`src/imt_pkg.sv`:
```
// Package: register map, reset values, field positions and bus states for the mask/temp block
package imt_pkg;
   localparam logic [7:0] IMT_OFS_EVENT_MASK_FOUR     = 8'h1b;
   localparam logic [7:0] IMT_OFS_PIN_EVENT_MASK_LOW  = 8'h1c;
   localparam logic [7:0] IMT_OFS_PIN_EVENT_MASK_HIGH = 8'h1d;
   localparam logic [7:0] IMT_OFS_INTERNAL_TEMP_OFS   = 8'h1e;
   localparam logic [7:0] IMT_OFS_INTERNAL_TEMP_VALUE = 8'h1f;
   localparam logic [7:0] IMT_RST_VALUE               = 8'h00;
   localparam logic [7:0] IMT_UNMAPPED_READ           = 8'h00;
   // Writable bits of the fourth mask register; bit 5 is unused
   localparam logic [7:0] IMT_MASK_FOUR_WRITABLE      = 8'hdf;
   localparam int         IMT_BIT_INT_TEMP            = 0;
   localparam int         IMT_BIT_BATTERY             = 1;
   localparam int         IMT_BIT_ANALOG_8            = 2;
   localparam int         IMT_BIT_THERMAL_ALARM       = 3;
   localparam int         IMT_BIT_AUTO_FAN            = 4;
   localparam int         IMT_BIT_UNUSED              = 5;
   localparam int         IMT_BIT_CHASSIS             = 6;
   localparam int         IMT_BIT_GENERAL_PIN_16      = 7;
   localparam int         IMT_NUM_EVENTS              = 24;
   localparam logic [6:0] IMT_SLAVE_ADDR_DEF          = 7'h2c; // Arbitrary value
   localparam logic [3:0] IMT_BITS_PER_BYTE           = 4'h8;
   localparam logic [3:0] IMT_ACK_SLOT                = 4'h9;
   localparam logic [7:0] IMT_TEMP_MAX                = 8'h7f;
   localparam logic [7:0] IMT_TEMP_MIN                = 8'h80;
   typedef enum logic [2:0] {BS_IDLE, BS_ADDR, BS_CMD, BS_WDATA, BS_RDATA} imt_bus_st_t;
endpackage

```
`src/imt_reg_if.sv`:
```
// Interface: register access between the two-wire slave and the register file
`timescale 1ns/10ps
`default_nettype none
interface imt_reg_if;
   logic       wr_stb;
   logic [7:0] addr;
   logic [7:0] wdata;
   logic [7:0] rdata;
   modport bus  (output wr_stb, output addr, output wdata, input rdata);
   modport regs (input wr_stb, input addr, input wdata, output rdata);
endinterface
`default_nettype wire

```
`src/imt_regs_top.sv`:
```
// Top: interrupt mask registers, internal temperature offset and measured value
//
// Behaviour
// - Mask-four bit 0 set keeps internal temperature events from raising the request.
// - Mask-four bits 1 and 2 set keep battery and analog input 8 events from the request.
// - Mask-four bit 3 set keeps thermal alarm events from raising the request.
// - Mask-four bit 4 set keeps automatic fan control events from raising the request.
// - Mask-four bit 5 has no function and always reads zero.
// - Mask-four bit 6 set keeps chassis intrusion events from raising the request.
// - Mask-four bit 7 set keeps general pin 16 events from raising the request.
// - Bit n of the low pin mask set keeps general pin n events from the request.
// - Bit n of the high pin mask set keeps general pin n plus 8 events from the request.
// - The signed offset is added to the raw temperature before storing and comparing.
// - The corrected temperature reads from a read-only register that ignores writes.
// - Reset clears every register of the block to zero.
// - The temperature flag is one when the last result lay above high or below low limit.
`timescale 1ns/10ps
`default_nettype none
module imt_regs_top
   import imt_pkg::*;
#(
   parameter logic [6:0] SLAVE_ADDR = IMT_SLAVE_ADDR_DEF
) (
   input  wire logic        SYS_CLK,
   input  wire logic        RST,
   input  wire logic        SCL_IN,
   input  wire logic        SDA_IN,
   output logic             SDA_OUT,
   output logic             SDA_OE,
   input  wire logic [7:0]  TEMP_RAW,
   input  wire logic        TEMP_CONV_DONE,
   input  wire logic [7:0]  TEMP_HIGH_LIMIT,
   input  wire logic [7:0]  TEMP_LOW_LIMIT,
   input  wire logic [23:0] CHAN_FLAGS,
   output logic [7:0]       TEMP_VALUE,
   output logic             TEMP_STATUS,
   output logic             IRQ_REQ
);
   imt_reg_if rif ();

   logic [7:0]  mask_four_q, mask_four_d;
   logic [7:0]  pin_mask_lo_q, pin_mask_lo_d;
   logic [7:0]  pin_mask_hi_q, pin_mask_hi_d;
   logic [7:0]  temp_ofs_q, temp_ofs_d;
   logic [7:0]  temp_val_q, temp_val_d;
   logic        temp_stat_q, temp_stat_d;
   logic        irq_q, irq_d;
   logic [7:0]  corrected;
   logic [23:0] flag_vec;
   logic [23:0] mask_vec;

   // Saturating signed add so a large offset cannot wrap hot into cold
   function automatic logic [7:0] sat_add(input logic [7:0] a, input logic [7:0] b);
      logic [8:0] s;
      s = {a[7], a} + {b[7], b};
      if (s[8] != s[7]) sat_add = s[8] ? IMT_TEMP_MIN : IMT_TEMP_MAX;
      else sat_add = s[7:0];
   endfunction

   function automatic logic out_of_limits(input logic [7:0] v, input logic [7:0] hi,
                                          input logic [7:0] lo);
      out_of_limits = ($signed(v) > $signed(hi)) || ($signed(v) < $signed(lo));
   endfunction

   imt_smbus_slave #(
      .SLAVE_ADDR (SLAVE_ADDR)
   ) u_slave (
      .clk    (SYS_CLK),
      .rst    (RST),
      .scl_in (SCL_IN),
      .sda_in (SDA_IN),
      .sda_oe (SDA_OE),
      .regs   (rif.bus)
   );

   // Open-drain: the pin is only ever pulled low
   assign SDA_OUT = 1'b0;

   assign corrected = sat_add(TEMP_RAW, temp_ofs_q);

   // Temperature flag is ours; the other channels arrive as flags, bits 0 and 5 ignored
   assign flag_vec = {CHAN_FLAGS[23:6], 1'b0, CHAN_FLAGS[4:1], temp_stat_q};
   assign mask_vec = {pin_mask_hi_q, pin_mask_lo_q, mask_four_q};

   always_comb begin
      mask_four_d   = mask_four_q;
      pin_mask_lo_d = pin_mask_lo_q;
      pin_mask_hi_d = pin_mask_hi_q;
      temp_ofs_d    = temp_ofs_q;
      temp_val_d    = temp_val_q;
      temp_stat_d   = temp_stat_q;
      if (rif.wr_stb) begin
         case (rif.addr)
            IMT_OFS_EVENT_MASK_FOUR: begin
               mask_four_d = rif.wdata & IMT_MASK_FOUR_WRITABLE;
            end
            IMT_OFS_PIN_EVENT_MASK_LOW:  pin_mask_lo_d = rif.wdata;
            IMT_OFS_PIN_EVENT_MASK_HIGH: pin_mask_hi_d = rif.wdata;
            IMT_OFS_INTERNAL_TEMP_OFS:   temp_ofs_d = rif.wdata;
            default:                     temp_ofs_d = temp_ofs_q;
         endcase
      end
      if (TEMP_CONV_DONE) begin
         temp_val_d  = corrected;
         temp_stat_d = out_of_limits(corrected, TEMP_HIGH_LIMIT, TEMP_LOW_LIMIT);
      end
      // Mask gates only the request; flag_vec itself is never touched
      irq_d = |(flag_vec & ~mask_vec);
   end

   always_comb begin
      case (rif.addr)
         IMT_OFS_EVENT_MASK_FOUR:     rif.rdata = mask_four_q;
         IMT_OFS_PIN_EVENT_MASK_LOW:  rif.rdata = pin_mask_lo_q;
         IMT_OFS_PIN_EVENT_MASK_HIGH: rif.rdata = pin_mask_hi_q;
         IMT_OFS_INTERNAL_TEMP_OFS:   rif.rdata = temp_ofs_q;
         IMT_OFS_INTERNAL_TEMP_VALUE: rif.rdata = temp_val_q;
         default:                     rif.rdata = IMT_UNMAPPED_READ;
      endcase
   end

   always_ff @(posedge SYS_CLK) begin
      if (RST) begin
         mask_four_q   <= IMT_RST_VALUE;
         pin_mask_lo_q <= IMT_RST_VALUE;
         pin_mask_hi_q <= IMT_RST_VALUE;
         temp_ofs_q    <= IMT_RST_VALUE;
         temp_val_q    <= IMT_RST_VALUE;
         temp_stat_q   <= 1'b0;
         irq_q         <= 1'b0;
      end else begin
         mask_four_q   <= mask_four_d;
         pin_mask_lo_q <= pin_mask_lo_d;
         pin_mask_hi_q <= pin_mask_hi_d;
         temp_ofs_q    <= temp_ofs_d;
         temp_val_q    <= temp_val_d;
         temp_stat_q   <= temp_stat_d;
         irq_q         <= irq_d;
      end
   end

   assign TEMP_VALUE  = temp_val_q;
   assign TEMP_STATUS = temp_stat_q;
   assign IRQ_REQ     = irq_q;

   int_temp_mask_a: assert property (@(posedge SYS_CLK) disable iff (RST)
      (flag_vec == 24'h000001) && mask_four_q[IMT_BIT_INT_TEMP] |=> !IRQ_REQ)
      else $error("internal temperature event passed its mask");

   batt_ain_mask_a: assert property (@(posedge SYS_CLK) disable iff (RST)
      ((flag_vec & ~24'h000006) == 24'h0)
      |=> IRQ_REQ == |($past(flag_vec[2:1]) & ~$past(mask_four_q[2:1])))
      else $error("battery or analog 8 request mismatch");

   thermal_alarm_event_mask_a: assert property (@(posedge SYS_CLK) disable iff (RST)
      (flag_vec == 24'h000008) |=> IRQ_REQ == !$past(mask_four_q[IMT_BIT_THERMAL_ALARM]))
      else $error("thermal alarm request mismatch");

   fan_mask_a: assert property (@(posedge SYS_CLK) disable iff (RST)
      (flag_vec == 24'h000010) |=> IRQ_REQ == !$past(mask_four_q[IMT_BIT_AUTO_FAN]))
      else $error("fan control request mismatch");

   unused_bit_a: assert property (@(posedge SYS_CLK) disable iff (RST)
      rif.wr_stb && rif.addr == IMT_OFS_EVENT_MASK_FOUR |=> !mask_four_q[IMT_BIT_UNUSED])
      else $error("unused mask bit reads one");

   chassis_mask_a: assert property (@(posedge SYS_CLK) disable iff (RST)
      (flag_vec == 24'h000040) |=> IRQ_REQ == !$past(mask_four_q[IMT_BIT_CHASSIS]))
      else $error("chassis intrusion request mismatch");

   pin16_mask_a: assert property (@(posedge SYS_CLK) disable iff (RST)
      (flag_vec == 24'h000080) |=> IRQ_REQ == !$past(mask_four_q[IMT_BIT_GENERAL_PIN_16]))
      else $error("general pin 16 request mismatch");

   pin_low_mask_a: assert property (@(posedge SYS_CLK) disable iff (RST)
      (flag_vec[23:16] == 8'h00) && (flag_vec[7:0] == 8'h00)
      |=> IRQ_REQ == |($past(flag_vec[15:8]) & ~$past(pin_mask_lo_q)))
      else $error("low pin group request mismatch");

   pin_high_mask_a: assert property (@(posedge SYS_CLK) disable iff (RST)
      (flag_vec[15:0] == 16'h0000)
      |=> IRQ_REQ == |($past(flag_vec[23:16]) & ~$past(pin_mask_hi_q)))
      else $error("high pin group request mismatch");

   temp_store_a: assert property (@(posedge SYS_CLK) disable iff (RST)
      TEMP_CONV_DONE |=> TEMP_VALUE == sat_add($past(TEMP_RAW), $past(temp_ofs_q)))
      else $error("stored temperature lacks offset");

   value_ro_a: assert property (@(posedge SYS_CLK) disable iff (RST)
      rif.wr_stb && rif.addr == IMT_OFS_INTERNAL_TEMP_VALUE && !TEMP_CONV_DONE
      |=> $stable(TEMP_VALUE))
      else $error("write changed the measured value");

   reset_zero_a: assert property (@(posedge SYS_CLK)
      !RST && $past(RST) |-> mask_vec == 24'h0 && temp_ofs_q == 8'h00 &&
                             TEMP_VALUE == 8'h00 && !TEMP_STATUS && !IRQ_REQ)
      else $error("register not zero after reset");

   temp_flag_a: assert property (@(posedge SYS_CLK) disable iff (RST)
      TEMP_CONV_DONE |=> TEMP_STATUS == ($signed(TEMP_VALUE) > $signed($past(TEMP_HIGH_LIMIT)) ||
                                         $signed(TEMP_VALUE) < $signed($past(TEMP_LOW_LIMIT))))
      else $error("temperature flag does not follow limits");

   flag_kept_a: assert property (@(posedge SYS_CLK) disable iff (RST)
      !TEMP_CONV_DONE ##1 rif.wr_stb |-> $stable(TEMP_STATUS))
      else $error("mask write disturbed the flag");

   readback_a: assert property (@(posedge SYS_CLK) disable iff (RST)
      rif.wr_stb && rif.addr == IMT_OFS_INTERNAL_TEMP_OFS
      |=> temp_ofs_q == $past(rif.wdata) ##1
          (temp_ofs_q == $past(temp_ofs_q) || $past(rif.wr_stb)))
      else $error("offset does not read back");
endmodule
`default_nettype wire

```
`src/imt_smbus_slave.sv`:
```
// Two-wire system management bus slave: byte write and byte read through a register pointer
`timescale 1ns/10ps
`default_nettype none
module imt_smbus_slave
   import imt_pkg::*;
#(
   parameter logic [6:0] SLAVE_ADDR = IMT_SLAVE_ADDR_DEF
) (
   input  wire logic clk,
   input  wire logic rst,
   input  wire logic scl_in,
   input  wire logic sda_in,
   output logic      sda_oe,
   imt_reg_if.bus    regs
);
   logic [2:0]  scl_s_q;
   logic [2:0]  sda_s_q;
   logic        scl_f_q, scl_f_d, scl_p_q;
   logic        sda_f_q, sda_f_d, sda_p_q;
   imt_bus_st_t st_q, st_d;
   logic [3:0]  cnt_q, cnt_d;
   logic [7:0]  sh_q, sh_d;
   logic [7:0]  ptr_q, ptr_d;
   logic [7:0]  wdat_q, wdat_d;
   logic        rw_q, rw_d;
   logic        oe_q, oe_d;
   logic        wr_q, wr_d;
   logic        scl_rise, scl_fall, start_c, stop_c;

   // A level counts once the second and third stages agree
   always_comb begin
      scl_f_d = (scl_s_q[1] == scl_s_q[2]) ? scl_s_q[2] : scl_f_q;
      sda_f_d = (sda_s_q[1] == sda_s_q[2]) ? sda_s_q[2] : sda_f_q;
   end

   assign scl_rise = scl_f_q & ~scl_p_q;
   assign scl_fall = ~scl_f_q & scl_p_q;
   assign start_c  = scl_f_q & scl_p_q & sda_p_q & ~sda_f_q;
   assign stop_c   = scl_f_q & scl_p_q & ~sda_p_q & sda_f_q;

   always_comb begin
      st_d   = st_q;
      cnt_d  = cnt_q;
      sh_d   = sh_q;
      ptr_d  = ptr_q;
      wdat_d = wdat_q;
      rw_d   = rw_q;
      oe_d   = oe_q;
      wr_d   = 1'b0;
      if (stop_c) begin
         st_d = BS_IDLE;
         oe_d = 1'b0;
      end else if (start_c) begin
         // Repeated start keeps the pointer so a read can follow a command byte
         st_d  = BS_ADDR;
         cnt_d = 4'h0;
         oe_d  = 1'b0;
      end else if (st_q != BS_IDLE && scl_rise) begin
         if (st_q != BS_RDATA && cnt_q < IMT_BITS_PER_BYTE) begin
            sh_d  = {sh_q[6:0], sda_f_q};
            cnt_d = cnt_q + 4'h1;
         end else if (st_q == BS_RDATA && cnt_q < IMT_BITS_PER_BYTE) begin
            cnt_d = cnt_q + 4'h1;
         end else if (st_q == BS_RDATA && cnt_q == IMT_BITS_PER_BYTE) begin
            // Master not-acknowledge ends the read
            if (sda_f_q) st_d = BS_IDLE;
            else cnt_d = IMT_ACK_SLOT;
         end
      end else if (st_q != BS_IDLE && scl_fall) begin
         if (st_q == BS_RDATA && cnt_q < IMT_BITS_PER_BYTE) begin
            sh_d = {sh_q[6:0], 1'b0};
            oe_d = ~sh_q[6];
         end else if (st_q == BS_RDATA && cnt_q == IMT_BITS_PER_BYTE) begin
            oe_d = 1'b0;
         end else if (cnt_q == IMT_BITS_PER_BYTE) begin
            cnt_d = IMT_ACK_SLOT;
            oe_d  = 1'b1;
            case (st_q)
               BS_ADDR: begin
                  rw_d = sh_q[0];
                  if (sh_q[7:1] != SLAVE_ADDR) begin
                     st_d = BS_IDLE;
                     oe_d = 1'b0;
                  end
               end
               BS_CMD:   ptr_d = sh_q;
               BS_WDATA: begin
                  wr_d   = 1'b1;
                  wdat_d = sh_q;
               end
               default:  oe_d = 1'b0;
            endcase
         end else if (cnt_q == IMT_ACK_SLOT) begin
            cnt_d = 4'h0;
            if ((st_q == BS_ADDR && rw_q) || st_q == BS_RDATA) begin
               st_d = BS_RDATA;
               sh_d = regs.rdata;
               oe_d = ~regs.rdata[7];
            end else begin
               oe_d = 1'b0;
               if (st_q == BS_ADDR) st_d = BS_CMD;
               else st_d = BS_WDATA;
            end
         end
      end
   end

   always_ff @(posedge clk) begin
      if (rst) begin
         scl_s_q <= 3'h7;
         sda_s_q <= 3'h7;
         scl_f_q <= 1'b1;
         scl_p_q <= 1'b1;
         sda_f_q <= 1'b1;
         sda_p_q <= 1'b1;
         st_q    <= BS_IDLE;
         cnt_q   <= 4'h0;
         sh_q    <= 8'h00;
         ptr_q   <= 8'h00;
         wdat_q  <= 8'h00;
         rw_q    <= 1'b0;
         oe_q    <= 1'b0;
         wr_q    <= 1'b0;
      end else begin
         scl_s_q <= {scl_s_q[1:0], scl_in};
         sda_s_q <= {sda_s_q[1:0], sda_in};
         scl_f_q <= scl_f_d;
         scl_p_q <= scl_f_q;
         sda_f_q <= sda_f_d;
         sda_p_q <= sda_f_q;
         st_q    <= st_d;
         cnt_q   <= cnt_d;
         sh_q    <= sh_d;
         ptr_q   <= ptr_d;
         wdat_q  <= wdat_d;
         rw_q    <= rw_d;
         oe_q    <= oe_d;
         wr_q    <= wr_d;
      end
   end

   assign sda_oe      = oe_q;
   assign regs.wr_stb = wr_q;
   assign regs.addr   = ptr_q;
   assign regs.wdata  = wdat_q;
endmodule
`default_nettype wire

```
`config.mk`:
```
export PLATFORM = sky130hd
export DESIGN_NAME = imt_regs_top
export DESIGN_NICKNAME = d
export VERILOG_FILES = /design/src/imt_pkg.sv /design/src/imt_reg_if.sv /design/src/imt_regs_top.sv /design/src/imt_smbus_slave.sv
export SDC_FILE = /design/constraint.sdc
export NUM_CORES = 1
export LEC_CHECK = 0
export BUFFER_PORTS_ARGS = -buffer_cell sky130_fd_sc_hd__buf_2
export CAP_MARGIN = 40
export CORE_ASPECT_RATIO = 0.6
export CORE_MARGIN = 2
export CORE_UTILIZATION = 63
export DETAILED_ROUTE_END_ITERATION = 10
export HOLD_SLACK_MARGIN = 0.1
export PLACE_DENSITY = 0.93
export SLEW_MARGIN = 10
export SYNTH_ARGS = -nofsm -noshare
export SYNTH_HDL_FRONTEND = slang
export SYNTH_HIERARCHICAL = 1
export SYNTH_SLANG_ARGS = --single-unit
export TNS_END_PERCENT = 1
```
`constraint.sdc`:
```
create_clock -name SYS_CLK -period 9.63 [get_ports SYS_CLK]
set_clock_uncertainty 0.05 [all_clocks]
set_input_delay 0.4815 -clock SYS_CLK [delete_from_list [all_inputs] [get_ports SYS_CLK]]
set_output_delay 0.4815 -clock SYS_CLK [all_outputs]
set_load 0.05 [all_outputs]
```
== Word level (Yosys, flattened, before mapping) ==
Cells that the tools add are included.
Operators by class
  multiply operators: 0
  reductions and logical operators: 33
  muxes and demuxes: 45
  add/subtract/negate cells: 2
  shift-type cells: 0
  bitwise operators: 22
  divide/modulo/power cells: 0
  eq/ne operators: 35
  $lt $le $gt $ge: 3
Operators with widths (number)
  8-bit 2-to-1 mux: 10
  4-bit 2-to-1 mux: 11
  8-bit by 5-bit == test with 1-bit output (second input constant): 5
  8-bit one-hot mux with 5 select lines: 1
  3-bit 2-to-1 mux: 13
  8-bit AND reduction: 4
  24-bit bitwise AND: 1
  24-bit inverter: 1
  24-bit OR reduction: 1
  9-bit AND reduction: 2
  3-bit by 1-bit != test with 1-bit output (second input constant): 5
  3-bit nonzero test: 5
  1-bit inverter: 13
  8-bit by 8-bit adder with 9-bit output: 1
  1-bit 2-to-1 mux: 9
  3-bit by 2-bit != test with 1-bit output (second input constant): 3
  4-bit == test (second input constant): 2
  8-bit greater-than comparator: 1
  8-bit < comparator: 1
  2-bit AND reduction: 4
  4-bit nonzero test: 2
  8-bit OR reduction: 1
  1-bit bitwise AND: 7
  7-bit by 6-bit != test with 1-bit output (second input constant): 1
  22 further kinds: 36
Word-level totals
  bits in read-only memories: 0
  latch bits: 0
  bits in registers: 85
  output and inout port bits: 12
  memories kept: 0
  logic and storage cells: 162
  RAM bits: 0
  input bits: 53

== Depth between registers and ports, before layout ==
  word-level depth: 11
  depth in mapped cells: 17
  depth with buffers taken out: 16

== By module ==
Netlist, hierarchy kept.
Modules (own cells, without submodules)
  imt_regs_top: area each 2931.6 um^2, instances 1, seq. area each 820.8 um^2, cells an instance 357
  imt_smbus_slave: area each 2078.2 um^2, instances 1, seq. area each 880.8 um^2, cells an instance 223

== Worst setup path after synthesis ==
Ideal clock, no wire load.
  kind: input -> register
  start point: input port TEMP_RAW[0]
  end point: register temp_stat_q, in the netlist TEMP_STATUS
  library setup time: 0.125 ns
  data arrival time: 3.783 ns
  stages: 16
  path buffers: 2
  path slack: 5.672 ns
  data required time: 9.455 ns
  path through: ha_1 -> inv_1 -> fa_1 -> nand2b_1 -> a21oi_1 -> o21ai_0 -> ha_1 -> clkbuf_1 -> clkbuf_1 -> nor3b_1 -> nor3_1 -> nand3_1 -> ha_1 -> o311a_1 -> a32oi_1 -> o21ai_0
Between the ends
  word-level cells in the longest chain between the ends: 5
  elaborated cells between the ends (all ways): 7
  those cells by class: add/sub (1); order compare (2); eq/ne (1); mux (2); reduce/logical (1)
Ends and longest elaborated chain
  start: declaration: RTL line imt_regs_top.sv:30  | input wire logic [7:0] TEMP_RAW,
  8-bit by 8-bit adder with 9-bit output (*): RTL line imt_regs_top.sv:55  | s = {a[7], a} + {b[7], b};
  8-bit 2-to-1 mux or 1-bit != test (tied branches): RTL line imt_regs_top.sv:56  | if (s[8] != s[7]) sat_add = s[8] ? IMT_TEMP_MIN : IMT_TEMP_MAX;
  8-bit 2-to-1 mux (*): RTL line imt_regs_top.sv:56
  named net corrected[6]: RTL line imt_regs_top.sv:48  | logic [7:0] corrected;
  8-bit greater-than comparator or 8-bit < comparator (tied branches): RTL line imt_regs_top.sv:62  | out_of_limits = ($signed(v) > $signed(hi)) || ($signed(v) < $signed(lo));
  1-bit logical OR (*): RTL line imt_regs_top.sv:62
  end signal: assignment: RTL line imt_regs_top.sv:137  | temp_stat_q <= temp_stat_d;
  end: declaration: RTL line imt_regs_top.sv:46  | logic temp_stat_q, temp_stat_d;
The timed path passes the listed nets; every way through them passes the cells marked *.
A chain may end at the register's enable or synchronous reset.

== Worst setup path in the final report ==
  start point: register temp_ofs_q[0]
  end point: register temp_stat_q, in the netlist TEMP_STATUS
Between the ends
  word-level cells in the longest chain between the ends: 5
  elaborated cells between the ends (all ways): 7
  those cells by class: add/sub (1); order compare (2); eq/ne (1); mux (2); reduce/logical (1)
Ends and longest elaborated chain
  start: declaration: RTL line imt_regs_top.sv:44  | logic [7:0] temp_ofs_q, temp_ofs_d;
  start signal: assignment: RTL line imt_regs_top.sv:135  | temp_ofs_q <= temp_ofs_d;
  8-bit by 8-bit adder with 9-bit output (*): RTL line imt_regs_top.sv:55
  8-bit 2-to-1 mux or 1-bit != test (tied branches): RTL line imt_regs_top.sv:56
  8-bit 2-to-1 mux (*): RTL line imt_regs_top.sv:56
  named net corrected[2]: RTL line imt_regs_top.sv:48
  8-bit greater-than comparator or 8-bit < comparator (tied branches): RTL line imt_regs_top.sv:62
  1-bit logical OR (*): RTL line imt_regs_top.sv:62
Marks and branches as above.

==> metrics.cfg <==
[synth]
synthesis.area_um2=5010
synth_mux_area_share_pct=10.4
synth_top_area_cell=dfxtp_1
yosys-top-cells-area=dfxtp_1 (34%), mux2i_1 (10%), ha_1 (7.0%)
synthAdderAreaFrac_pct=7.39
yosysUniqueCellTypes=78
ys_seq_area_share_pct=34.0
netlist_top_cells_count=nor2_1 (87), dfxtp_1 (85), mux2i_1 (50), inv_1 (49), nand2_1 (29)
syn_avg_cell_area_um2=8.64
synth-compound-area-share_pct=18.2
synthArstFlopShare_pct=0
synth_cells=580
synth-simple-area-share_pct=21.9
synth_top_family_by_area=simple AND/OR/NAND/NOR gates
ys_seq_elements=85
synth_top_cell_area_share_pct=34.0
synth_edf_count=0
ys_warn_count=6
syn-num-nets=662
synthFlopType=dfxtp_1
yosysMostFrequentCell=nor2_1
synthXorXnorAreaFrac_pct=0.699

[power_and_ir_drop]
powerDensity_nw_per_um2=139
p_leak_uw=0.00240
ir_worst_vdd_v=0.000113

[clock_tree]
cts.path.max_buffers=2
ctsHoldBuffers=0
clk_pin_slew_ns=0.06
clock_latency_ns=0.34
cts_tree=built
numCtsBuffers=9
post_cts_resized=0
htree_num_levels=3
postCtsSetupBuffers=0
clkSinkCount=85
cts_root_buf=clkbuf_16

[die]
dieArea_um2=8710
dieHeight_um=73.1
start_util_pct=64.3
die_w_um=119
row_count=25
core_area_um2=7790
ios=65

[detailed_routing]
drc_errors=0
drt-pass1-iter-count=5
route.vias.total=4717
wl_per_cell_um=18.5
wl_um=13600
drtIter0Drc=555
antenna_left=0
vias_per_cell=6.39

[sta]
rsz0062_at_grt=no
worst_pin_slew_ns=0.834
max_freq_mhz=207
slew_headroom_pct=44.4
hold_viol_final=0
whs_ns=0.277
drv_slew=0
finalSetupViolCount=0
tns_ns=0
min_period_over_period_pct=50.2
period_minus_slack_ns=4.83

[grt]
grt_pass1_wl_um=21800
antenna_found_initial=0
grt_max_degree=83
first_global_vias=4306
grt_util_all_layers_pct=32.3
grt_remaining_overflow=0

[critical_path]
critPathRequiredTime_ns=9.80
crit_path_max_fanout=19
path_class=flip-flop to flip-flop
crit_path_end_kind=flip-flop
crit_arrival_ns=5.00
worstSetupStartpointType=flip-flop

[worst_hold_path]
hp-class=input port to flip-flop

[job]
cap_viol_max_count=0

[placed_design]
dpl.hpwl_um=10100
placement.io_buffers=61
gp_congestion=0.957
dp.cells=722

[final_layout]
multi_input_area_um2=2940
area.growth.synth_to_final_pct=11.0
fin_cells=738
register_area_um2=1700
nFillCells=543
finish.utilization_pct=71.4
diodes=0
nNetsFinal=708
layout-drive-gt1-share_pct=17.9

[run_status]
outcome=finished clean

==> routing by layer <==
metal  global-route usage, %  wire [µm]  vias up
li1                        -          -     2164
met1                    44.0       5820     2200
met2                    48.1       5660      316
met3                    11.4       1860       37
met4                    10.2        291        0
met5                       0          0        -
==> worst paths after layout <==
path,startpoint,end,slack (ns),depth (start not counted)
max,temp_ofs_q[0],TEMP_STATUS,4.80,14
min,SCL_IN,u_slave/scl_s_q[0],0.28,2
max reg2reg,temp_ofs_q[0],TEMP_STATUS,4.80,14
min reg2reg,u_slave/sda_s_q[0],u_slave/sda_s_q[1],0.36,1
==> cell type report <==
class	instances	area share (%)
Clock buffer	10	4.30
Clock inverter	5	0.675
Inverter	49	3.31
Multi-Input combinational cell	417	52.8
Sequential cell	85	30.6
Tap cell	108	2.43
Timing Repair Buffer	64	5.89
==> critical path, stage by stage, from the launching register on <==
cell	delay, ns
dfxtp_1	0.38
ha_1	0.19
inv_1	0.06
fa_1	0.39
nand2b_1	0.23
a21oi_1	0.55
o21ai_0	0.26
ha_1	0.74
o211ai_2	0.48
o21ai_0	0.34
ha_1	0.25
o21ai_0	0.11
a221o_1	0.36
a41oi_1	0.21
o21ai_0	0.10
==> kinds of logic after synthesis <==
kind of cell | Yosys count
AND/OR/NAND/NOR | 204
AO/OA/AOI/OAI | 128
XOR/XNOR | 4
other | 1
multiplexers | 51
buffers and inverters | 78
adder cells (fa/ha/maj) | 29
flip-flops | 85
==> metrics by stage <==
stage	power [µW]	setup WS (ns)	cell area, µm²
after floorplan	432	5.67	5010
after global placement	455	5.07	5280
after detailed placement	461	4.85	5280
after CTS	777	4.99	5550
after global routing	800	4.59	5560
final	774	4.80	5560
==> flip-flops by register name, indices dropped and copies added (netlist names), 3 cells and up <==
register,flops
TEMP_VALUE,8
pin_mask_hi_q,8
pin_mask_lo_q,8
temp_ofs_q,8
u_slave/regs.addr,8
u_slave/regs.wdata,8
u_slave/sh_q,8
mask_four_q,7
u_slave/cnt_q,4
u_slave/scl_s_q,3
u_slave/sda_s_q,3
u_slave/st_q,3
==> layout by cell type, fill, tap and decap left out, types with 5 or more instances in the layout <==
cell / n
nand2b_1: 7
o21bai_1: 5
nor4_1: 8
clkbuf_16: 9
nor3b_1: 8
inv_1: 49
o21ai_0: 27
a211oi_1: 7
nor3_1: 10
dfxtp_1: 85
nor2b_1: 8
a41oi_1: 5
o22ai_1: 10
o31ai_1: 5
mux2i_1: 50
or2_2: 11
a21oi_1: 25
a311oi_1: 8
nand3_1: 5
buf_2: 61
a22oi_1: 8
ha_1: 28
nand2_1: 29
nor2_1: 87
==> where the power goes <==
| group | internal (µW) | switching (µW) | total, µW |
|---|---|---|---|
| Combinational | 34.2 | 60.5 | 94.7 |
| Clock | 180 | 138 | 318 |
| Sequential | 357 | 4.75 | 361 |
| Total | 571 | 203 | 774 |
Note: power is estimated with default switching activity, not from simulation.
